--- config.mk ---
export PLATFORM = sky130hd
export DESIGN_NAME = uhs_uart
export DESIGN_NICKNAME = d
export VERILOG_FILES = /design/src/logic/uhs_pkg.sv /design/src/logic/uhs_uart.sv
export SDC_FILE = /design/constraint.sdc
export NUM_CORES = 1
export LEC_CHECK = 0
export BUFFER_PORTS_ARGS = -buffer_cell sky130_fd_sc_hd__clkbuf_2
export CORE_UTILIZATION = 55
export DETAILED_ROUTE_END_ITERATION = 12
export GPL_TIMING_DRIVEN = 0
export PLACE_DENSITY = 0.75
export SLEW_MARGIN = 10
export SYNTH_ARGS = -nofsm -noshare
export SYNTH_HDL_FRONTEND = slang
export SYNTH_SLANG_ARGS = --single-unit
--- constraint.sdc ---
create_clock -name ref_clk -period 3.3 [get_ports ref_clk]
set_input_delay 0.66 -clock ref_clk [delete_from_list [all_inputs] [get_ports ref_clk]]
set_output_delay 0.66 -clock ref_clk [all_outputs]
set_load 0.02 [all_outputs]
--- src/logic/uhs_pkg.sv ---
// constants shared by the serial transceiver
// Function
// - two builds; only the second has 16-byte fifos and rts/cts
// - 5 to 8 data bits, odd/even parity option, 1, 1.5 or 2 stops
// - start bit, data lsb first, parity, then stop bits
// - every bit lasts 16 baud ticks, except the half stop bit
// - receiver samples start mid point, then every 16 ticks
// - baud equals serial clock over sixteen times a programmable divisor
// - divisor settings reproduce the listed baud rates
// - optional active-low baud clock reference output
// - sir mode is limited to 115.2 kbaud
// - sir mode forces 8 data bits, no parity, one stop
// - modem control bit 6 moves data to the infrared pins
// - sir zero is one pulse of 3/16 bit, one is no pulse
// - infrared input arrives inverted, read with normal polarity
// - low-power sir reception timed by low-power divisor
// - low-power divisor 1, 2 or 3 for slow serial clocks
// - one clock; only the serial, infrared and cts pins pass two-flop synchronisers
// - break generation on output and detection on input
// - prioritised interrupt id and programmable empty threshold
// - shadow control bits including a software reset
// - dma requests for transmit and receive characters
// - bus writes are sent, received characters are read back
// - id codes 0110, 0100, 1100, 0010, none 0001
// - timeout after 4 character times without fifo activity
// - no traffic until eight clocks after configuration
package uhs_pkg;
  localparam logic [7:0] OFS_DATA = 8'h00;
  localparam logic [7:0] OFS_IEN = 8'h04;
  localparam logic [7:0] OFS_IID = 8'h08;
  localparam logic [7:0] OFS_LINE = 8'h0C;
  localparam logic [7:0] OFS_MODEM = 8'h10;
  localparam logic [7:0] OFS_LSTAT = 8'h14;
  localparam logic [7:0] OFS_DIVLO = 8'h18;
  localparam logic [7:0] OFS_DIVHI = 8'h1C;
  localparam logic [7:0] OFS_FRAC = 8'h20;
  localparam logic [7:0] OFS_LPLO = 8'h24;
  localparam logic [7:0] OFS_LPHI = 8'h28;
  localparam logic [7:0] OFS_SHADOW = 8'h2C;
  localparam int MODEM_SIR = 6;
  localparam int MODEM_LP = 7;
  localparam int LINE_BREAK = 6;
  localparam logic [7:0] RST_DIVLO = 8'h01;
  localparam logic [7:0] RST_LINE = 8'h03;
  localparam logic [3:0] IID_LINE = 4'h6;
  localparam logic [3:0] IID_RDA = 4'h4;
  localparam logic [3:0] IID_TMO = 4'hC;
  localparam logic [3:0] IID_TX_HOLDING_EMPTY = 4'h2;
  localparam logic [3:0] IID_NONE = 4'h1;
  localparam logic [5:0] TICKS_BIT = 6'h10;
  localparam logic [4:0] TICKS_MID = 5'h08;
  localparam logic [5:0] TICKS_SIR = 6'h03;
  localparam logic [4:0] TICKS_STRETCH = 5'h0C;
  localparam logic [3:0] SETTLE_CYC = 4'h8;
  localparam logic [3:0] TMO_CHARS = 4'h4;
endpackage

--- src/logic/uhs_uart.sv ---
// 16550-style transceiver with infrared sir option behind axi4-lite
//
// Implementation choices: the AXI4-Lite register port and the register addresses.
`timescale 1ns/1ns
module uhs_uart #(
  parameter bit SECOND_INST = 1'b1,
  parameter int DEPTH = 16
) (
  input wire logic ref_clk,
  input wire logic rst,
  input wire logic [7:0] awaddr,
  input wire logic awvalid,
  output logic awready,
  input wire logic [31:0] wdata,
  input wire logic [3:0] wstrb,
  input wire logic wvalid,
  output logic wready,
  output logic [1:0] bresp,
  output logic bvalid,
  input wire logic bready,
  input wire logic [7:0] araddr,
  input wire logic arvalid,
  output logic arready,
  output logic [31:0] rdata,
  output logic [1:0] rresp,
  output logic rvalid,
  input wire logic rready,
  input wire logic serialIn,
  output logic serialOut,
  input wire logic irIn,
  output logic irPulse,
  input wire logic ctsN,
  output logic rtsN,
  output logic baudOutN,
  output logic txDmaReq,
  output logic rxDmaReq
);
  typedef enum logic [2:0] {TX_IDLE, TX_START, TX_DATA, TX_PAR, TX_STOP} uhs_tx_t;
  typedef enum logic [2:0] {RX_IDLE, RX_START, RX_DATA, RX_PAR, RX_STOP} uhs_rx_t;
  typedef struct packed {
    logic [1:0] serSync, irSync, ctsSync;
    logic awTaken, wTaken, bvalid, rvalid;
    logic [7:0] awAddr;
    logic [7:0] wByte;
    logic wLane;
    logic [31:0] rdata;
    logic [1:0] bresp, rresp;
    logic [7:0] ien, line, modem, divLo, divHi, lpLo, lpHi;
    logic [3:0] frac, fracAcc, settle;
    logic fifoEn;
    logic [1:0] txThr, rxTrig;
    logic [15:0] divCnt;
    logic tick, baudOutN, serialOut, irPulse;
    uhs_tx_t txState;
    logic [5:0] txTick;
    logic [2:0] txBit;
    logic [7:0] txShift;
    logic txPar;
    logic [DEPTH-1:0][7:0] txMem;
    logic [3:0] txRd, txWr;
    logic [4:0] txCnt;
    uhs_rx_t rxState;
    logic [4:0] rxTick, irStretch;
    logic [15:0] irLow;
    logic [2:0] rxBit;
    logic [7:0] rxShift;
    logic rxPar, prevIn;
    logic [DEPTH-1:0][7:0] rxMem;
    logic [3:0] rxRd, rxWr;
    logic [4:0] rxCnt;
    logic ovr, perr, ferr, brk, threPend, threPrev, tmo;
    logic [11:0] tmoCnt;
  } uhs_state_t;

  uhs_state_t s, n;

  // 4-bit wrap of a fifo pointer against the configured depth
  function automatic logic [3:0] bump(input logic [3:0] p);
    bump = (p == 4'(DEPTH - 1)) ? 4'h0 : p + 4'h1;
  endfunction

  logic sir, parEn, ptime, rxIn, lineInt, rdaInt, tmoInt, threInt, threCond, flow;
  logic [2:0] lastBit;
  logic [5:0] stopTicks;
  logic [4:0] cap, trigLvl, thrLvl;
  logic [15:0] effDiv, lpDiv;
  logic [11:0] tmoLimit;
  logic [3:0] iid;

  // sir overrides the character format
  assign sir = s.modem[uhs_pkg::MODEM_SIR];
  assign lastBit = sir ? 3'h7 : {1'b1, s.line[1:0]}; // length code plus four is the last bit index
  assign parEn = !sir && s.line[3];
  // 1.5 stop bits only with 5 data bits, 2 otherwise
  assign stopTicks = (sir || !s.line[2]) ? uhs_pkg::TICKS_BIT :
                     (s.line[1:0] == 2'h0) ? 6'h18 : 6'h20;
  // first build is held to one-character holding registers
  assign cap = (SECOND_INST && s.fifoEn) ? 5'(DEPTH) : 5'h01;
  assign flow = SECOND_INST;
  assign effDiv = ({s.divHi, s.divLo} == 16'h0) ? 16'h1 : {s.divHi, s.divLo};
  assign lpDiv = ({s.lpHi, s.lpLo} == 16'h0) ? 16'h1 : {s.lpHi, s.lpLo};
  assign trigLvl = (s.rxTrig == 2'h0) ? 5'h01 : (s.rxTrig == 2'h1) ? 5'h04 :
                   (s.rxTrig == 2'h2) ? 5'h08 : 5'h0E;
  assign thrLvl = (s.txThr == 2'h0) ? 5'h00 : (s.txThr == 2'h1) ? 5'h02 :
                  (s.txThr == 2'h2) ? 5'h04 : 5'h08;
  // four frames of start, data, parity and stop, in baud ticks
  assign tmoLimit = 12'(uhs_pkg::TMO_CHARS) * (12'(lastBit) + 12'h3 + 12'(parEn) + 12'(s.line[2])) * 12'h10;
  // infrared input is already inverted by the receiver, a low is a zero
  assign rxIn = sir ? (s.irStretch == 5'h0) : s.serSync[1];
  assign ptime = SECOND_INST && s.fifoEn && s.ien[7];
  assign threCond = ptime ? (s.txCnt <= thrLvl) : (s.txCnt == 5'h0);
  assign lineInt = s.ien[2] && (s.ovr || s.perr || s.ferr || s.brk);
  assign rdaInt = s.ien[0] && (s.rxCnt >= (s.fifoEn ? trigLvl : 5'h01));
  assign tmoInt = s.ien[0] && s.tmo;
  assign threInt = s.ien[1] && s.threPend;
  // fixed priority of interrupt sources
  assign iid = lineInt ? uhs_pkg::IID_LINE : rdaInt ? uhs_pkg::IID_RDA :
               tmoInt ? uhs_pkg::IID_TMO : threInt ? uhs_pkg::IID_TX_HOLDING_EMPTY : uhs_pkg::IID_NONE;

  // register read mux, also used to flag unmapped offsets
  function automatic logic [8:0] rd_mux(input logic [7:0] a, input uhs_state_t c, input logic [3:0] id,
                                        input logic lsr5);
    unique case (a)
      uhs_pkg::OFS_DATA: rd_mux = {1'b1, c.rxMem[c.rxRd]};
      uhs_pkg::OFS_IEN: rd_mux = {1'b1, c.ien};
      uhs_pkg::OFS_IID: rd_mux = {1'b1, {2{c.fifoEn}}, 2'h0, id};
      uhs_pkg::OFS_LINE: rd_mux = {1'b1, c.line};
      uhs_pkg::OFS_MODEM: rd_mux = {1'b1, c.modem};
      uhs_pkg::OFS_LSTAT: rd_mux = {1'b1, 1'b0, c.txCnt == 5'h0 && c.txState == TX_IDLE, lsr5,
                                    c.brk, c.ferr, c.perr, c.ovr, c.rxCnt != 5'h0};
      uhs_pkg::OFS_DIVLO: rd_mux = {1'b1, c.divLo};
      uhs_pkg::OFS_DIVHI: rd_mux = {1'b1, c.divHi};
      uhs_pkg::OFS_FRAC: rd_mux = {1'b1, 4'h0, c.frac};
      uhs_pkg::OFS_LPLO: rd_mux = {1'b1, c.lpLo};
      uhs_pkg::OFS_LPHI: rd_mux = {1'b1, c.lpHi};
      uhs_pkg::OFS_SHADOW: rd_mux = {1'b1, 8'h00};
      default: rd_mux = 9'h000;
    endcase
  endfunction

  logic [8:0] rdv;
  logic lsr5;
  assign lsr5 = ptime ? (s.txCnt == cap) : (s.txCnt == 5'h0);
  assign rdv = rd_mux(araddr, s, iid, lsr5);

  // all next-state logic; bus writes first, engines after, then bus reads and interrupt sets
  always_comb begin
    logic wr, swRst;
    logic [7:0] d;
    logic [8:0] wmux;
    n = s;
    wmux = rd_mux(s.awAddr, s, iid, lsr5);
    wr = s.awTaken && s.wTaken;
    swRst = 1'b0;
    d = s.wByte;
    // two-flop synchronisers on pins
    n.serSync = {s.serSync[0], serialIn};
    n.irSync = {s.irSync[0], irIn};
    n.ctsSync = {s.ctsSync[0], ctsN};
    if (awvalid && awready) begin
      n.awTaken = 1'b1;
      n.awAddr = awaddr;
    end
    if (wvalid && wready) begin
      n.wTaken = 1'b1;
      n.wByte = wdata[7:0];
      n.wLane = wstrb[0];
    end
    if (s.bvalid && bready) n.bvalid = 1'b0;
    if (s.rvalid && rready) n.rvalid = 1'b0;
    if (s.settle != 4'h0) n.settle = s.settle - 4'h1;
    if (wr) begin
      n.awTaken = 1'b0;
      n.wTaken = 1'b0;
      n.bvalid = 1'b1;
      n.bresp = wmux[8] ? 2'h0 : 2'h2; // unmapped offsets answer slverr
      if (s.wLane) begin
        unique case (s.awAddr)
          uhs_pkg::OFS_DATA: if (s.txCnt < cap) begin
            n.txMem[s.txWr] = d;
            n.txWr = bump(s.txWr);
            n.txCnt = n.txCnt + 5'h1;
            n.threPend = 1'b0;
          end
          uhs_pkg::OFS_IEN: n.ien = d;
          uhs_pkg::OFS_IID: begin
            n.fifoEn = d[0];
            n.rxTrig = d[7:6];
            n.txThr = d[5:4];
            if (d[1] || d[0] != s.fifoEn) {n.rxRd, n.rxWr, n.rxCnt} = '0;
            if (d[2] || d[0] != s.fifoEn) {n.txRd, n.txWr, n.txCnt} = '0;
          end
          uhs_pkg::OFS_LINE: begin n.line = d; n.settle = uhs_pkg::SETTLE_CYC; end
          uhs_pkg::OFS_MODEM: begin n.modem = d; n.settle = uhs_pkg::SETTLE_CYC; end
          uhs_pkg::OFS_DIVLO: begin n.divLo = d; n.settle = uhs_pkg::SETTLE_CYC; end
          uhs_pkg::OFS_DIVHI: begin n.divHi = d; n.settle = uhs_pkg::SETTLE_CYC; end
          uhs_pkg::OFS_FRAC: begin n.frac = d[3:0]; n.settle = uhs_pkg::SETTLE_CYC; end
          uhs_pkg::OFS_LPLO: n.lpLo = d;
          uhs_pkg::OFS_LPHI: n.lpHi = d;
          uhs_pkg::OFS_SHADOW: begin // single-write controls, no read-modify-write
            swRst = d[0];
            if (d[1]) {n.rxRd, n.rxWr, n.rxCnt} = '0;
            if (d[2]) {n.txRd, n.txWr, n.txCnt} = '0;
          end
          default: ;
        endcase
      end
    end
    // baud generator: divisor d+f/16 by stretching some periods one clock
    n.tick = 1'b0;
    if (s.divCnt <= 16'h1) begin
      n.tick = 1'b1;
      {d[0], n.fracAcc} = {1'b0, s.fracAcc} + {1'b0, s.frac};
      n.divCnt = d[0] ? effDiv + 16'h1 : effDiv;
    end else begin
      n.divCnt = s.divCnt - 16'h1;
    end
    n.baudOutN = !n.tick;
    // transmitter
    if (s.tick && s.txState != TX_IDLE) n.txTick = s.txTick + 6'h1;
    unique case (s.txState)
      TX_IDLE: if (s.tick && s.settle == 4'h0 && s.txCnt != 5'h0 && !(flow && s.modem[5] && s.ctsSync[1])) begin
        n.txShift = s.txMem[s.txRd] & (8'hFF >> (3'h7 - lastBit));
        n.txPar = ^n.txShift ^ !s.line[4];
        n.txRd = bump(s.txRd);
        n.txCnt = n.txCnt - 5'h1;
        n.txState = TX_START;
        n.txTick = 6'h0;
      end
      TX_START: if (s.tick && s.txTick == uhs_pkg::TICKS_BIT - 6'h1) begin
        n.txState = TX_DATA;
        n.txTick = 6'h0;
        n.txBit = 3'h0;
      end
      TX_DATA: if (s.tick && s.txTick == uhs_pkg::TICKS_BIT - 6'h1) begin // lsb first
        n.txTick = 6'h0;
        n.txShift = s.txShift >> 1;
        n.txBit = s.txBit + 3'h1;
        if (s.txBit == lastBit) n.txState = parEn ? TX_PAR : TX_STOP;
      end
      TX_PAR: if (s.tick && s.txTick == uhs_pkg::TICKS_BIT - 6'h1) begin
        n.txTick = 6'h0;
        n.txState = TX_STOP;
      end
      TX_STOP: if (s.tick && s.txTick == stopTicks - 6'h1) begin // half stop bit only here
        n.txState = TX_IDLE;
        n.txTick = 6'h0;
      end
    endcase
    // line level; break forces a low on the normal output
    d[1] = (s.txState == TX_START) ? 1'b0 : (s.txState == TX_DATA) ? s.txShift[0] :
           (s.txState == TX_PAR) ? s.txPar : 1'b1;
    n.serialOut = sir ? 1'b1 : (d[1] && !s.line[uhs_pkg::LINE_BREAK]);
    n.irPulse = sir && !d[1] && s.txTick < uhs_pkg::TICKS_SIR;
    // infrared pulse stretch so the mid-bit sample still sees the pulse
    if (!s.irSync[1]) n.irLow = s.irLow + 16'h1;
    else n.irLow = 16'h0;
    if (!s.irSync[1] && (!s.modem[uhs_pkg::MODEM_LP] || s.irLow + 16'h1 >= lpDiv)) begin
      n.irStretch = uhs_pkg::TICKS_STRETCH;
    end else if (s.tick && s.irStretch != 5'h0) begin
      n.irStretch = s.irStretch - 5'h1;
    end
    // status read clears before the receiver, so an error in the same cycle survives
    if (arvalid && arready && araddr == uhs_pkg::OFS_LSTAT) {n.ovr, n.perr, n.ferr, n.brk} = '0;
    // receiver
    n.prevIn = rxIn;
    if (s.tick && s.rxState != RX_IDLE) n.rxTick = s.rxTick + 5'h1;
    unique case (s.rxState)
      RX_IDLE: if (s.settle == 4'h0 && s.prevIn && !rxIn) begin
        n.rxState = RX_START;
        n.rxTick = 5'h0;
      end
      RX_START: if (s.tick && s.rxTick == uhs_pkg::TICKS_MID - 5'h1) begin // mid sample
        n.rxTick = 5'h0;
        n.rxBit = 3'h0;
        n.rxShift = 8'h00;
        n.rxState = rxIn ? RX_IDLE : RX_DATA;
      end
      RX_DATA: if (s.tick && s.rxTick == 5'(uhs_pkg::TICKS_BIT) - 5'h1) begin
        n.rxTick = 5'h0;
        n.rxShift[s.rxBit] = rxIn;
        n.rxBit = s.rxBit + 3'h1;
        if (s.rxBit == lastBit) n.rxState = parEn ? RX_PAR : RX_STOP;
      end
      RX_PAR: if (s.tick && s.rxTick == 5'(uhs_pkg::TICKS_BIT) - 5'h1) begin
        n.rxTick = 5'h0;
        n.rxPar = rxIn;
        n.perr = n.perr || (rxIn != (^s.rxShift ^ !s.line[4]));
        n.rxState = RX_STOP;
      end
      RX_STOP: if (s.tick && s.rxTick == 5'(uhs_pkg::TICKS_BIT) - 5'h1) begin
        n.rxState = RX_IDLE;
        n.ferr = n.ferr || !rxIn;
        n.brk = n.brk || (!rxIn && s.rxShift == 8'h00 && !(parEn && s.rxPar));
        if (s.rxCnt < cap) begin
          n.rxMem[s.rxWr] = s.rxShift;
          n.rxWr = bump(s.rxWr);
          n.rxCnt = n.rxCnt + 5'h1;
        end else begin
          n.ovr = 1'b1;
        end
        n.tmoCnt = 12'h0;
      end
    endcase
    // bus reads; hardware sets below win over these clears
    if (arvalid && arready) begin
      n.rvalid = 1'b1;
      n.rdata = {24'h0, rdv[7:0]};
      n.rresp = rdv[8] ? 2'h0 : 2'h2;
      if (araddr == uhs_pkg::OFS_DATA && s.rxCnt != 5'h0) begin
        n.rxRd = bump(s.rxRd);
        n.rxCnt = n.rxCnt - 5'h1;
        n.tmoCnt = 12'h0;
        n.tmo = 1'b0;
      end
      if (araddr == uhs_pkg::OFS_IID && iid == uhs_pkg::IID_TX_HOLDING_EMPTY) n.threPend = 1'b0;
    end
    // empty or threshold event, set wins over the write and read clears; software reset still clears it
    n.threPrev = threCond;
    if (threCond && !s.threPrev) n.threPend = 1'b1;
    // character timeout
    if (s.rxCnt == 5'h0) n.tmoCnt = 12'h0;
    else if (s.tick && s.tmoCnt < tmoLimit) n.tmoCnt = n.tmoCnt + 12'h1;
    if (s.rxCnt != 5'h0 && s.tmoCnt == tmoLimit) n.tmo = 1'b1;
    if (s.rxCnt == 5'h0) n.tmo = 1'b0;
    if (swRst) begin // software reset keeps the bus handshake alive
      {n.txCnt, n.txRd, n.txWr, n.rxCnt, n.rxRd, n.rxWr} = '0;
      n.txState = TX_IDLE;
      n.rxState = RX_IDLE;
      {n.ovr, n.perr, n.ferr, n.brk, n.threPend, n.tmo, n.ien, n.modem, n.fifoEn} = '0;
      n.line = uhs_pkg::RST_LINE;
      n.settle = uhs_pkg::SETTLE_CYC;
    end
  end

  // one state register for the whole block
  always_ff @(posedge ref_clk) begin
    if (rst) begin
      s <= '0;
      s.serSync <= 2'h3;
      s.irSync <= 2'h3;
      s.ctsSync <= 2'h3;
      s.divLo <= uhs_pkg::RST_DIVLO;
      s.line <= uhs_pkg::RST_LINE;
      s.settle <= uhs_pkg::SETTLE_CYC;
      s.serialOut <= 1'b1;
      s.baudOutN <= 1'b1;
      s.prevIn <= 1'b1;
      s.threPrev <= 1'b1;
    end else begin
      s <= n;
    end
  end

  // handshakes combinational, data from flops
  assign awready = !s.awTaken && !s.bvalid;
  assign wready = !s.wTaken && !s.bvalid;
  assign arready = !s.rvalid;
  assign bvalid = s.bvalid;
  assign bresp = s.bresp;
  assign rvalid = s.rvalid;
  assign rdata = s.rdata;
  assign rresp = s.rresp;
  assign serialOut = s.serialOut;
  assign irPulse = s.irPulse;
  assign baudOutN = s.baudOutN;
  // dma asks while there is room to fill or data to drain
  assign txDmaReq = s.txCnt < cap;
  assign rxDmaReq = s.rxCnt != 5'h0;
  // rts only on the second build, dropped when the fifo nears full
  assign rtsN = !(flow && s.modem[1] && (!s.modem[5] || s.rxCnt + 5'h2 < cap));
endmodule // uhs_uart

==> reports/qor.yml <==
grtUsageTotal: 0.306
p_per_area_nw_per_um2: 506
ant_nets: 0
cts_sinks: 494
finalSetupTns_ns: 0
fill_cells: 3408
finalCritPeriodShare: 0.979
dieArea_um2: 44200
antenna_found_initial: 0
async_flop_share: 0
outcome: "finished, final reports clean"
pin_count: 109
cts_tree: "built"
finalHoldViolCount: 0
cp_max_fo: 5
crit_buf_inv: 2
yosysTopAreaCell: "dfxtp_1"
dr_wl_met2_um: 32000
setup_viol: 0
critPathRequiredTime_ns: 3.80
cp-end-kind: "flip-flop"
hpwl_um: 49100
synth_edf_count: 0
drive_gt1_frac: 0.135
cap_violations: 0
cp_top_family: "simple AND/OR/NAND/NOR gates"
slew_viol_final: 0
fp.coreArea_um2: 42300
port-buffer-count: 55
fin_hold_ws_ns: 0.226
rows: 75
yosys-top-cells-count: "dfxtp_1 (494), nor2_1 (457), mux2i_1 (292), nand2_1 (179), clkbuf_1 (135)"
yosysSeqAreaShare: 0.415
grt_max_degree: 15
vias: 20022
die_x_um: 210
synth.area.top_cells: "dfxtp_1 (41%), mux2i_1 (12%), nor2_1 (7.2%)"
cts-root-buf: "clkbuf_16"
numCtsBuffers: 51
period_minus_slack_ns: 3.23
cts_buffer_depth: 3
tightest_slew_ns: 1.08
synth_flop_cell: "dfxtp_1"
fin_skew_ns: 0.0231
viasPerCell: 6.00
netlist_instances: 2575
routed.top_layer: "met4"
ys_ff_latch: 494
routed-wl-met3_um: 5830
cts.htree.levels: 2
leakage_nw: 10.9
worstPathCellList: "nor2_4 -> ha_4 -> inv_2 -> ha_4 -> inv_2 -> fa_1 -> ha_1 -> nor2b_1 -> o21a_1 -> o21ai_1 -> and4b_2 -> and2_4 -> and3_4 -> nand3_2 -> xor2_1 -> nor2_1"
start_util: 0.563
drt_wl_total_um: 68300
netlist-cell-type-count: 71
overflow: 0
layout.nets: 2852
synth_top_area_frac: 0.415
irDropWorstVdd_mv: 0.362
yosysMostFrequentCell: "dfxtp_1"
crit_type: "reg -> reg"
die_y_um: 210
grt_pass1_vias: 19279
drtIter0Drc: 1744
grt_pass1_wl_um: 106000
wl_per_cell_um: 20.4
yosys_warnings: 0
syn_to_final_growth_pct: 14.0
wl_met1_um: 28000
gp_congestion: 0.998
synth_area_um2: 23800
slew_headroom: 0.267
startpoint_type: "flip-flop"
crit_path_top_delay_cell: "fa_1"
cp_slowest_stage_delay_ns: 0.44
syn_area_per_cell_um2: 9.25
hp-class: "in -> reg"
clk_pin_slew_ns: 0.06
insertion_delay_ns: 0.62
drc: 0
firstDrtPassIters: 7
grt_setup_unrepaired: "yes"
fmax_mhz: 309
worst_ep_arrival_time_ns: 3.73
[report_power, final]
| part | switching, W | internal [W] |
|---|---|---|
| Sequential | 0.000136 | 0.00611 |
| Combinational | 0.000816 | 0.000453 |
| Clock | 0.00248 | 0.00374 |
[cells by family after synthesis]
family                     Yosys count  share of synthesized area
DFF                                494                      0.415
muxes                              368                      0.194
and+or+nand+nor                    960                      0.182
adders and majority gates           71                     0.0379
AOI/OAI and AO/OA                  316                     0.0864
xor gates and xnor gates            98                     0.0360
other                                1                   0.000157
buffers and inverters              267                     0.0484
[per-stage QoR]
step	area (µm²)	setup WS (ns)	util	total power (W)	cells
2_1_floorplan	23900	0.00410	-	0.00726	2600
3_3_place_gp	24900	-0.545	0.589	0.00756	3232
3_5_place_dp	24900	-0.687	0.589	0.00761	3232
4_1_cts	26900	0.00628	0.635	0.0137	3332
5_1_grt	27200	-0.160	0.642	0.0142	3338
6_report	27200	0.0679	0.642	0.0137	3339
[worst reg2reg max path, stage by stage (launching register included)]
cell,delay [ns]
dfxtp_4,0.37
nor2_4,0.22
ha_4,0.24
inv_2,0.06
ha_4,0.12
inv_2,0.03
fa_1,0.44
ha_1,0.29
nor2b_1,0.13
o21a_1,0.17
o21ai_1,0.11
and4b_2,0.24
and2_4,0.16
and3_4,0.23
nand3_2,0.09
xor2_1,0.16
nor2_1,0.07
[what timing repair did]
action,in CTS,in global routing
setup endpoints to repair,337,210
gates resized for setup,38,50
pin swaps,4,9
buffers inserted,7,8
gates cloned,0,0
hold buffers,0,0
[cells in the final DEF, fill, tap and decap left out, types with 21 or more instances in the layout]
cell type and n:
a211oi_1 26, a21oi_1 126, a22oi_1 42, buf_4 50, clkbuf_1 133, clkbuf_16 51, clkbuf_2 68, conb_1 26
dfxtp_1 489, ha_1 67, inv_1 69, mux2i_1 292, mux4_2 75, nand2_1 177, nand2b_1 21, nand3_1 85
nand4_1 24, nor2_1 453, nor2b_1 31, nor3_1 32, o21ai_0 24, xnor2_1 62, xor2_1 35
[final timing paths]
kind	slack, ns	depth (start not counted)	endpoint	start
hold / removal	0.23	2	n[519]	serialIn
setup / recovery	0.07	16	s[9]	s[439]
hold reg to reg	0.42	1	s[515]	n[515]
setup reg to reg	0.07	16	s[9]	s[439]
[layout make-up]
cell class | instances | area, µm² | share of cell area
tap | 577 | 722 | 0.0266
clock buffer | 77 | 1520 | 0.0561
buffer | 191 | 906 | 0.0333
timing repair buffer | 70 | 428 | 0.0157
antenna | 1 | 2.50 | 0.0000921
inverter | 72 | 270 | 0.00995
multi-input combinational | 1839 | 13100 | 0.483
clock inverter | 18 | 285 | 0.0105
sequential | 494 | 9900 | 0.364
[registers in the layout, summed over array words and instances, names as in the netlist]
signal and cells:
baudOutN 1, bresp 1, bvalid 1, irPulse 1, n 3, rdata 8
rresp 1, rvalid 1, s 476, serialOut 1
[per-layer routing]
metal / track usage / up-vias
li1: - / 9232
met1: 0.401 / 9741
met2: 0.500 / 895
met3: 0.0511 / 154
met4: 0.130 / 0
met5: 0 / -
(Power assumes the default switching activity.)
